==> src/design/cgo_pkg.sv <==
// Package: register map, field layout and carrier types of the gain/offset correction bank
package cgo_pkg;

    // ==================================================================
    // Sizes
    localparam int CGO_NCH = 3;
    localparam int CGO_ADDR_W = 8;
    localparam int CGO_DATA_W = 16;

    // ==================================================================
    // Register offsets, index 0 is channel 5
    localparam logic [CGO_ADDR_W-1:0] CGO_ADDR_GO [CGO_NCH] = '{8'h19, 8'h1b, 8'h1d};
    localparam logic [CGO_ADDR_W-1:0] CGO_ADDR_CP [CGO_NCH] = '{8'h1a, 8'h1c, 8'h1e};
    localparam logic [CGO_ADDR_W-1:0] CGO_ADDR_CTRL = 8'hf0;
    localparam logic [CGO_ADDR_W-1:0] CGO_ADDR_STAT = 8'hf1;

    // ==================================================================
    // Field layout
    localparam int CGO_GAIN_MSB = 15;
    localparam int CGO_GAIN_LSB = 11;
    localparam int CGO_GAIN_W = 5;
    localparam int CGO_OFS_MSB = 9;
    localparam int CGO_OFS_LSB = 0;
    localparam int CGO_OFS_W = 10;
    localparam int CGO_SAMPLE_W = 14;
    localparam int CGO_GAIN_CDB_W = 10;
    localparam int CGO_CTRL_GAIN_BIT = 0;
    localparam int CGO_CTRL_OFS_BIT = 1;

    // ==================================================================
    // Values
    localparam logic [CGO_DATA_W-1:0] CGO_REG_RESET = 16'h0000;
    localparam logic [CGO_DATA_W-1:0] CGO_RD_IDLE = 16'h0000;
    // Gain step in hundredths of a dB (0.2 dB)
    localparam logic [CGO_GAIN_CDB_W-1:0] CGO_GAIN_STEP_CDB = 10'h014;

    // ==================================================================
    // Carriers
    typedef struct packed {
        logic [CGO_GAIN_CDB_W-1:0] gain_cdb;
        logic [CGO_SAMPLE_W-1:0] offset_lsb14;
    } cgo_corr_t;

    typedef struct packed {
        logic offset_en;
        logic gain_en;
    } cgo_cfg_t;

endpackage : cgo_pkg

==> src/design/cgo_regs.sv <==
// Gain and offset correction register bank for channels 5 to 7
//
// Decided for this implementation: the plain strobed port.
`timescale 1ns/100ps
`default_nettype none

// Notes on behaviour
// - Gain code bits 15-11, N times 0.2 dB
// - Offset is 10-bit signed, 14-bit sample LSB
// - Offset applied only while offset enable set
// - Channel 6 at 1Bh, copy at 1Ch
// - Channel 7 at 1Dh, copy at 1Eh
// - Correction and control fields read/write, status read-only, all reset to zero
module cgo_regs
    import cgo_pkg::*;
(
    input wire logic mclk,
    input wire logic arst_n,
    input wire logic [CGO_ADDR_W-1:0] addr,
    input wire logic [CGO_DATA_W-1:0] wdata,
    input wire logic wr_stb,
    input wire logic rd_stb,
    output logic [CGO_DATA_W-1:0] rdata_q,
    output cgo_corr_t [CGO_NCH-1:0] chan_corr_q,
    output logic [CGO_NCH-1:0] mismatch_q,
    output logic global_gain_enable_q,
    output logic global_offset_enable_q
);

    // ==================================================================
    // Storage
    logic [CGO_DATA_W-1:0] go_q [CGO_NCH];
    logic [CGO_DATA_W-1:0] cp_q [CGO_NCH];
    cgo_cfg_t cfg_q;
    logic [CGO_DATA_W-1:0] rdata_d;

    // ==================================================================
    // Correction registers, all bits stored as written
    genvar gi;
    generate
        for (gi = 0; gi < CGO_NCH; gi++) begin : g_chan
            always_ff @(posedge mclk or negedge arst_n) begin
                if (!arst_n) begin
                    go_q[gi] <= CGO_REG_RESET;
                end else if (wr_stb && addr == CGO_ADDR_GO[gi]) begin
                    go_q[gi] <= wdata;
                end
            end

            always_ff @(posedge mclk or negedge arst_n) begin
                if (!arst_n) begin
                    cp_q[gi] <= CGO_REG_RESET;
                end else if (wr_stb && addr == CGO_ADDR_CP[gi]) begin
                    cp_q[gi] <= wdata;
                end
            end

            cgo_chan_apply u_apply (
                .mclk(mclk),
                .arst_n(arst_n),
                .go_reg(go_q[gi]),
                .cp_reg(cp_q[gi]),
                .cfg(cfg_q),
                .corr_q(chan_corr_q[gi]),
                .mismatch_q(mismatch_q[gi])
            );
        end
    endgenerate

    // ==================================================================
    // Global enables
    always_ff @(posedge mclk or negedge arst_n) begin
        if (!arst_n) begin
            cfg_q <= '0;
        end else if (wr_stb && addr == CGO_ADDR_CTRL) begin
            cfg_q.gain_en <= wdata[CGO_CTRL_GAIN_BIT];
            cfg_q.offset_en <= wdata[CGO_CTRL_OFS_BIT];
        end
    end

    always_ff @(posedge mclk or negedge arst_n) begin
        if (!arst_n) begin
            global_gain_enable_q <= 1'b0;
            global_offset_enable_q <= 1'b0;
        end else begin
            global_gain_enable_q <= cfg_q.gain_en;
            global_offset_enable_q <= cfg_q.offset_en;
        end
    end

    // ==================================================================
    // Read path
    always_comb begin
        rdata_d = CGO_RD_IDLE;
        for (int i = 0; i < CGO_NCH; i++) begin
            if (addr == CGO_ADDR_GO[i]) begin
                rdata_d = go_q[i];
            end
            if (addr == CGO_ADDR_CP[i]) begin
                rdata_d = cp_q[i];
            end
        end
        if (addr == CGO_ADDR_CTRL) begin
            rdata_d[CGO_CTRL_GAIN_BIT] = cfg_q.gain_en;
            rdata_d[CGO_CTRL_OFS_BIT] = cfg_q.offset_en;
        end
        if (addr == CGO_ADDR_STAT) begin
            rdata_d[CGO_NCH-1:0] = mismatch_q;
        end
    end

    always_ff @(posedge mclk or negedge arst_n) begin
        if (!arst_n) begin
            rdata_q <= CGO_RD_IDLE;
        end else if (rd_stb) begin
            rdata_q <= rdata_d;
        end else begin
            rdata_q <= CGO_RD_IDLE;
        end
    end

    // ==================================================================
    // Assertions
    property p_sixth_channel_gain_code;
        @(posedge mclk) disable iff (!arst_n)
        1 |=> chan_corr_q[1].gain_cdb == ($past(cfg_q.gain_en) ?
            CGO_GAIN_CDB_W'($past(go_q[1][CGO_GAIN_MSB:CGO_GAIN_LSB])) * CGO_GAIN_STEP_CDB
            : '0);
    endproperty
    a_sixth_channel_gain_code: assert property (p_sixth_channel_gain_code)
        else $error("channel 6 applied gain wrong");

    property p_gain_max;
        @(posedge mclk) disable iff (!arst_n)
        (cfg_q.gain_en && go_q[2][CGO_GAIN_MSB:CGO_GAIN_LSB] == 5'h1f) ##1 cfg_q.gain_en
        |-> chan_corr_q[2].gain_cdb == 10'h26c;
    endproperty
    a_gain_max: assert property (p_gain_max)
        else $error("full scale gain is not 6.2 dB");

    property p_offset_sext;
        @(posedge mclk) disable iff (!arst_n)
        cfg_q.offset_en |=> chan_corr_q[0].offset_lsb14 ==
            {{4{$past(go_q[0][CGO_OFS_MSB])}}, $past(go_q[0][CGO_OFS_MSB:CGO_OFS_LSB])};
    endproperty
    a_offset_sext: assert property (p_offset_sext)
        else $error("offset not sign extended to sample width");

    property p_offset_off;
        @(posedge mclk) disable iff (!arst_n)
        !cfg_q.offset_en |=> chan_corr_q[0].offset_lsb14 == '0
            && chan_corr_q[1].offset_lsb14 == '0 && chan_corr_q[2].offset_lsb14 == '0;
    endproperty
    a_offset_off: assert property (p_offset_off)
        else $error("offset applied while disabled");

    property p_wr_ch6;
        @(posedge mclk) disable iff (!arst_n)
        (wr_stb && addr == 8'h1b) |=> go_q[1] == $past(wdata) && cp_q[1] == $past(cp_q[1]);
    endproperty
    a_wr_ch6: assert property (p_wr_ch6)
        else $error("channel 6 gain/offset register not at 1Bh");

    property p_rd_ch6;
        @(posedge mclk) disable iff (!arst_n)
        (rd_stb && addr == 8'h1b) |=> rdata_q == $past(go_q[1]);
    endproperty
    a_rd_ch6: assert property (p_rd_ch6)
        else $error("channel 6 gain/offset not read at 1Bh");

    property p_wr_ch6_copy;
        @(posedge mclk) disable iff (!arst_n)
        (wr_stb && addr == 8'h1c) |=> cp_q[1] == $past(wdata) && go_q[1] == $past(go_q[1]);
    endproperty
    a_wr_ch6_copy: assert property (p_wr_ch6_copy)
        else $error("channel 6 copy not written at 1Ch");

    property p_rd_ch6_copy;
        @(posedge mclk) disable iff (!arst_n)
        (rd_stb && addr == 8'h1c) |=> rdata_q == $past(cp_q[1]);
    endproperty
    a_rd_ch6_copy: assert property (p_rd_ch6_copy)
        else $error("channel 6 copy not read at 1Ch");

    property p_wr_ch7_copy;
        @(posedge mclk) disable iff (!arst_n)
        (wr_stb && addr == 8'h1e) |=> cp_q[2] == $past(wdata) && go_q[2] == $past(go_q[2]);
    endproperty
    a_wr_ch7_copy: assert property (p_wr_ch7_copy)
        else $error("channel 7 copy not at 1Eh");

    property p_rd_ch7;
        @(posedge mclk) disable iff (!arst_n)
        (rd_stb && addr == 8'h1d) |=> rdata_q == $past(go_q[2]);
    endproperty
    a_rd_ch7: assert property (p_rd_ch7)
        else $error("channel 7 gain/offset not read at 1Dh");

    property p_reset_zero;
        @(posedge mclk)
        !arst_n |-> go_q[0] == '0 && go_q[1] == '0 && go_q[2] == '0
            && cp_q[0] == '0 && cp_q[1] == '0 && cp_q[2] == '0;
    endproperty
    a_reset_zero: assert property (p_reset_zero)
        else $error("correction register not zero in reset");

    property p_rd_idle;
        @(posedge mclk) disable iff (!arst_n)
        !rd_stb |=> rdata_q == CGO_RD_IDLE;
    endproperty
    a_rd_idle: assert property (p_rd_idle)
        else $error("read data present without a read");

    property p_wr_ch7;
        @(posedge mclk) disable iff (!arst_n)
        (wr_stb && addr == 8'h1d) |=> go_q[2] == $past(wdata) && cp_q[2] == $past(cp_q[2]);
    endproperty
    a_wr_ch7: assert property (p_wr_ch7)
        else $error("channel 7 gain/offset not written at 1Dh");

    property p_rd_ch7_copy;
        @(posedge mclk) disable iff (!arst_n)
        (rd_stb && addr == 8'h1e) |=> rdata_q == $past(cp_q[2]);
    endproperty
    a_rd_ch7_copy: assert property (p_rd_ch7_copy)
        else $error("channel 7 copy not read at 1Eh");

    property p_hold_regs;
        @(posedge mclk) disable iff (!arst_n)
        !wr_stb |=> go_q[0] == $past(go_q[0]) && go_q[1] == $past(go_q[1])
            && go_q[2] == $past(go_q[2]) && cp_q[0] == $past(cp_q[0])
            && cp_q[1] == $past(cp_q[1]) && cp_q[2] == $past(cp_q[2]);
    endproperty
    a_hold_regs: assert property (p_hold_regs)
        else $error("correction register changed without a write");

    property p_gain_off;
        @(posedge mclk) disable iff (!arst_n)
        !cfg_q.gain_en |=> chan_corr_q[0].gain_cdb == '0
            && chan_corr_q[1].gain_cdb == '0 && chan_corr_q[2].gain_cdb == '0;
    endproperty
    a_gain_off: assert property (p_gain_off)
        else $error("gain applied while disabled");

    property p_seventh_channel_offset_value;
        @(posedge mclk) disable iff (!arst_n)
        cfg_q.offset_en |=> chan_corr_q[2].offset_lsb14 ==
            {{4{$past(go_q[2][CGO_OFS_MSB])}}, $past(go_q[2][CGO_OFS_MSB:CGO_OFS_LSB])};
    endproperty
    a_seventh_channel_offset_value: assert property (p_seventh_channel_offset_value)
        else $error("channel 7 offset not sign extended");

    property p_enable_copy;
        @(posedge mclk) disable iff (!arst_n)
        1 |=> global_gain_enable_q == $past(cfg_q.gain_en)
            && global_offset_enable_q == $past(cfg_q.offset_en);
    endproperty
    a_enable_copy: assert property (p_enable_copy)
        else $error("enable outputs do not follow control register");

    property p_ctrl_write;
        @(posedge mclk) disable iff (!arst_n)
        (wr_stb && addr == CGO_ADDR_CTRL) |=> cfg_q.gain_en == $past(wdata[CGO_CTRL_GAIN_BIT])
            && cfg_q.offset_en == $past(wdata[CGO_CTRL_OFS_BIT]);
    endproperty
    a_ctrl_write: assert property (p_ctrl_write)
        else $error("control register write not taken");

    property p_unmapped_rd;
        @(posedge mclk) disable iff (!arst_n)
        (rd_stb && addr == 8'h1f) |=> rdata_q == CGO_RD_IDLE;
    endproperty
    a_unmapped_rd: assert property (p_unmapped_rd)
        else $error("unmapped read returned data");

    property p_stat_rd;
        @(posedge mclk) disable iff (!arst_n)
        (rd_stb && addr == CGO_ADDR_STAT) |=> rdata_q == {13'h0000, $past(mismatch_q)};
    endproperty
    a_stat_rd: assert property (p_stat_rd)
        else $error("status read does not show copy mismatch");

    c_gain_applied: cover property (@(posedge mclk) disable iff (!arst_n)
        cfg_q.gain_en ##1 chan_corr_q[1].gain_cdb != '0);
    c_mismatch: cover property (@(posedge mclk) disable iff (!arst_n)
        $rose(mismatch_q[2]));
    c_wr_then_rd: cover property (@(posedge mclk) disable iff (!arst_n)
        (wr_stb && addr == 8'h1c) ##1 (rd_stb && addr == 8'h1c));
    c_neg_offset: cover property (@(posedge mclk) disable iff (!arst_n)
        chan_corr_q[0].offset_lsb14[CGO_SAMPLE_W-1]);
    c_stat_read: cover property (@(posedge mclk) disable iff (!arst_n)
        (rd_stb && addr == CGO_ADDR_STAT) ##1 rdata_q != '0);

endmodule : cgo_regs

`default_nettype wire

==> src/design/cgo_chan_apply.sv <==
// Per-channel stage that turns the stored fields into the applied correction
`timescale 1ns/100ps
`default_nettype none

module cgo_chan_apply
    import cgo_pkg::*;
(
    input wire logic mclk,
    input wire logic arst_n,
    input wire logic [CGO_DATA_W-1:0] go_reg,
    input wire logic [CGO_DATA_W-1:0] cp_reg,
    input wire cgo_cfg_t cfg,
    output cgo_corr_t corr_q,
    output logic mismatch_q
);

    logic [CGO_GAIN_W-1:0] gain_code;
    logic [CGO_OFS_W-1:0] ofs_code;
    cgo_corr_t corr_d;

    assign gain_code = go_reg[CGO_GAIN_MSB:CGO_GAIN_LSB];
    assign ofs_code = go_reg[CGO_OFS_MSB:CGO_OFS_LSB];

    // ==================================================================
    // Applied values
    always_comb begin
        corr_d = '0;
        if (cfg.gain_en) begin
            corr_d.gain_cdb = CGO_GAIN_CDB_W'(gain_code) * CGO_GAIN_STEP_CDB;
        end
        if (cfg.offset_en) begin
            corr_d.offset_lsb14 = {{(CGO_SAMPLE_W-CGO_OFS_W){ofs_code[CGO_OFS_W-1]}},
                                   ofs_code};
        end
    end

    always_ff @(posedge mclk or negedge arst_n) begin
        if (!arst_n) begin
            corr_q <= '0;
        end else begin
            corr_q <= corr_d;
        end
    end

    // ==================================================================
    // Copy check
    always_ff @(posedge mclk or negedge arst_n) begin
        if (!arst_n) begin
            mismatch_q <= 1'b0;
        end else begin
            mismatch_q <= (cp_reg[CGO_OFS_MSB:CGO_OFS_LSB] != ofs_code);
        end
    end

    // ==================================================================
    // Checks
    property p_mismatch_flag;
        @(posedge mclk) disable iff (!arst_n)
        1 |=> mismatch_q == ($past(cp_reg[CGO_OFS_MSB:CGO_OFS_LSB]) != $past(ofs_code));
    endproperty
    a_mismatch_flag: assert property (p_mismatch_flag)
        else $error("copy mismatch flag wrong");

endmodule : cgo_chan_apply

`default_nettype wire

==> config.mk <==
export PLATFORM = sky130hd
export DESIGN_NAME = cgo_regs
export DESIGN_NICKNAME = d
export VERILOG_FILES = /design/src/design/cgo_pkg.sv /design/src/design/cgo_regs.sv /design/src/design/cgo_chan_apply.sv
export SDC_FILE = /design/constraint.sdc
export NUM_CORES = 1
export LEC_CHECK = 0
export ABC_CLOCK_PERIOD_IN_PS = 2900
export BUFFER_PORTS_ARGS = -buffer_cell sky130_fd_sc_hd__buf_2
export CORE_MARGIN = 5
export CORE_UTILIZATION = 50
export DETAILED_ROUTE_END_ITERATION = 8
export PLACE_DENSITY = 0.79
export SETUP_SLACK_MARGIN = 0.02
export SLEW_MARGIN = 20
export SYNTH_ARGS = -nofsm -noshare
export SYNTH_HDL_FRONTEND = slang
export SYNTH_SLANG_ARGS = --single-unit
==> constraint.sdc <==
create_clock -name mclk -period 2.9 [get_ports mclk]
set_input_delay 0.435 -clock mclk [delete_from_list [all_inputs] [get_ports mclk]]
set_output_delay 0.435 -clock mclk [all_outputs]
set_load 0.02 [all_outputs]
# ---- Word-level counts from Yosys, hierarchy flattened
# Index checks and enable logic that the tools add are counted.
dict set report word_totals {
  wordCells 56
  out_inout_bits 93
  regBits 191
}
dict set report classes {
  n_mul 3
  reduce_logical 7
  muxes 15
  n_eq_ne 11
}
# op count
set op_table {}
lappend op_table {{$mux 16} 7}
lappend op_table {{$eq 8x5->1 const B} 6}
lappend op_table {{$mux 14} 3}
lappend op_table {{$mux 10} 3}
lappend op_table {{$ne 10x10->1} 3}
lappend op_table {{$mul 5x3->8 const B} 3}
lappend op_table {{$eq 8x8->1 const B} 2}
lappend op_table {{$logic_and 1x1->1} 7}
lappend op_table {{$mux 3} 1}
lappend op_table {{$mux 2} 1}

# ---- Depth between registers and ports, before layout
dict set report logic_depth {
  word_depth 10
  depth_mapped 8
  ltp_nobuf 6
}

# ---- Cells and area by module
# From an unflattened synthesis, not the netlist that was laid out.
dict set report hier_totals {
  hier_cells 631
  hier_area_um2 8000.2
}
# module seq_area_each_um2 n_inst area_each_um2 cells_per_inst
set by_module_without_submodules {}
lappend by_module_without_submodules {cgo_regs 2902.8 1 5322.6 409}
lappend by_module_without_submodules {{cgo_chan_apply (g_chan[0].u_apply ...)} 475.5 2 892.1 74}
lappend by_module_without_submodules {{cgo_chan_apply (g_chan[2].u_apply)} 475.5 1 893.4 74}

# ---- Least setup slack after synthesis
# OpenSTA, ideal clock, no wires.
dict set report synth_path {
  path_type {in2reg}
  from {input addr[5]}
  to {register cp_q[37] in the netlist's numbering}
  setup_ns 0.125
  slack_ns 0.840
  arrival_time_ns 1.935
  cell_stages 7
  n_path_buf 3
  path_cell_list {nor4b_4 -> and2_1 -> buf_6 -> and3_1 -> buf_2 -> buf_4 -> mux2_2}
}
dict set report synth_between {
  elab_chain_len 2
}
# element line_no
set synth_rtl {}
lappend synth_rtl {{start, declared} cgo_regs.sv:19} ;# input wire logic [CGO_ADDR_W-1:0] addr,
lappend synth_rtl {{$eq 8x5->1} cgo_regs.sv:53} ;# end else if (wr_stb && addr == CGO_ADDR_CP[gi]) begin
lappend synth_rtl {{$logic_and 1x1->1} cgo_regs.sv:53}
lappend synth_rtl {{end signal, assigned by index} cgo_regs.sv:54} ;# cp_q[gi] <= wdata;
lappend synth_rtl {{end, declared} cgo_regs.sv:33} ;# logic [CGO_DATA_W-1:0] cp_q [CGO_NCH];
# No other way between the ends.
# A chain may end at the register's enable or synchronous reset.

# ---- Worst setup path in the final report
dict set report layout_path {
  from {input addr[5]}
  to {register cp_q[29] in the netlist's numbering}
}
# The elaborated chain is that of the path after synthesis.

==> results.toml <==
[sta]
skew_ps = 6.87
maxSlewViolCount = 0
hold-worst-slack_ps = 13.9
fin_crit_sh_pct = 74.9
max_slew.worst_pin.slew_ps = 913
rsz0062_at_grt = "no"
hold_violations = 0
final.min_clock_period_ps = 2170
relSlewSlack_pct = 39.1
finalSetupTns_ps = 0
setup_viol = 0
max_freq_ghz = 0.460

[synthesis]
yosysSeqAreaShare_pct = 54.9
synthTopCellsByCount = "dfrtp_1 (173), mux2_2 (95), and2_1 (46)"
synth.most_common_cell = "dfrtp_1"
synthCells = 599
synth_area_leaders = "dfrtp_1 (55%), mux2_2 (14%), and2_1 (3.7%)"
avgSynthCellArea_um2 = 13.2
ys_async_sr_fraction_pct = 100
yosysUniqueCellTypes = 59
synth.cell_area_um2 = 7880
ys.flop_type = "dfrtp_1"
yosysWarningCount = 0
ys_ff_latch = 173
yosys.area.top_type = "dfrtp_1"
synth_edf_count = 0
yosysTopAreaCellShare_pct = 54.9

[clock_tree]
cts.hold.buffers_added = 0
clk_latency_ps = 420
clock_sinks = 173
clockBufferDepth = 2
post_cts_buffers = 0
path_clk_slew_ps = 60
cts_made_buffers = 17
htree_levels = 4
root_buffer = "clkbuf_16"
cts_tree = "done"
post_cts_resize_count = 0

[route]
vias_per_cell = 5.62
drc = 0
via_count = 5207
detail_route.wl_per_cell_um = 19.5
drt_iter0_drc = 523
dr.pass1.iters = 6
ant_nets = 0
drt-total-wl_um = 18100

[worst_setup_path]
ff2ff_setup_slack_ps = 1080
cp-endpoint = "cp_q[29]$_DFFE_PN0P_"
r2r_cells = 6
end_kind = "flip-flop"
start_kind = "input pin"
critical_path_class = "in2reg"
reg2reg_to = "g_chan[1].u_apply.corr_q[21]$_DFF_PN0_"
timing.rr.start = "go_q[28]$_DFFE_PN0P_"
crit_arrival_ps = 2470
crit_fanout = 16
required_ps = 3200
critical_path.startpoint = "addr[5]"

[pwr]
cellLeakagePower_nw = 4.90
powerDensity_nw_per_um2 = 573
peakVddDrop_mv = 0.448

[finish]
drive_gt1_share_pct = 37.9
fin_nets = 746
synthToLayoutAreaGrowth_pct = 15.6
fillers = 1218
finish.utilization_pct = 58.2

[die]
start_util_pct = 50.4
ioPinCount = 121
rows = 46
dieArea_um2 = 18400
core_um2 = 15700
die_w_um = 136
fp.dieH_um = 136

[global_routing]
grtUsageTotal_pct = 20.4
overflow = 0
grt_pass1_vias = 5396
antenna_found_initial = 1
grt_pass1_wl_um = 29200
grt_max_degree = 72

[placement]
dp_hpwl_um = 12800
port_buffers = 114
gp_congestion = 0.868

[min_path]
min_path_type = "in2async"

[run_status]
status = "completed"

[run]
cap_viol_max_count = 0
## worst max-delay path: stages
cell and delay [ps]:
buf_2 130, nor4b_4 480, and4b_1 640, nand2_2 390
mux2_2 390
## registers in the layout (all words and copies together), names as in the netlist
signal	flops
rdata_q	16
global_offset_enable_q	1
cfg_q	2
global_gain_enable_q	1
cp_q	48
g_chan.u_apply.corr_q	54
g_chan.u_apply.mismatch_q	3
go_q	48
## final cells by class
cell class	instances	area [um2]	area share, %
flip-flops and latches	173	4330	47.5
inverters	9	33.8	0.371
repair buffers	125	672	7.37
diodes	1	2.50	0.0275
multi-input cells	371	3220	35.3
clock buffers	22	484	5.31
clock inverters	10	104	1.14
well taps	216	270	2.97
## power breakdown
part           leakage [nW]  internal, mW  switching (mW)
sequential             2.39          2.50          0.0924
combinational          2.23         0.167           0.240
clock                 0.288          1.29           0.935
total                  4.90          3.96            1.27
## metal layers
metal	up-vias	GRT usage (%)	part of all wire [%]
li1	2309	-	-
met1	2641	27.5	41
met2	225	32.9	50
met3	32	4.90	8.0
met4	0	6.55	1.9
met5	-	0	0
## logic make-up after synthesis
logic type / after synthesis / synth area share (%)
xor gates and xnor gates: 33 / 3.67
adders and majority gates: 21 / 3.62
and+or+nand+nor: 117 / 9.54
other: 1 / 0.0476
AOI/OAI and AO/OA: 87 / 7.97
buffers and inverters: 60 / 4.52
DFF: 173 / 54.9
muxes: 107 / 15.7
## through the flow
step                worst slack (ps)  area, um2  power (mW)  instances
global placement                 456       8520        3.02        894
global route                     636       9110        5.41        927
finish                           727       9110        5.22        927
detailed placement               329       8520        3.04        894
floorplan                        840       7900        2.87        604
CTS                              779       9110        5.25        926
## cells in the final DEF (no fill, tap or decap), types with 9 or more instances in the layout
cell type	count
a21oi_1	20
a22o_1	12
ha_1	18
inv_1	9
o21ai_0	16
and2_1	46
buf_2	113
nor2_1	11
xor2_1	24
dfrtp_1	173
clkbuf_16	17
xnor2_1	9
buf_4	10
mux2_2	95
nor2b_1	13
mux2_4	10
## worst min path at each step
| stage | to | slack, ps |
|---|---|---|
| detailed placement | g_chan[0].u_apply.corr_q[23]$_DFF_PN0_ | 480 |
| global placement | g_chan[0].u_apply.corr_q[19]$_DFF_PN0_ | 470 |
| global route | g_chan[0].u_apply.corr_q[19]$_DFF_PN0_ | 60 |
| floorplan | cfg_q[0]$_DFFE_PN0P_ | 140 |
| CTS | g_chan[0].u_apply.corr_q[23]$_DFF_PN0_ | 30 |
| finish | g_chan[0].u_apply.corr_q[19]$_DFF_PN0_ | 10 |
Note: power is estimated with default switching activity, not from simulation.
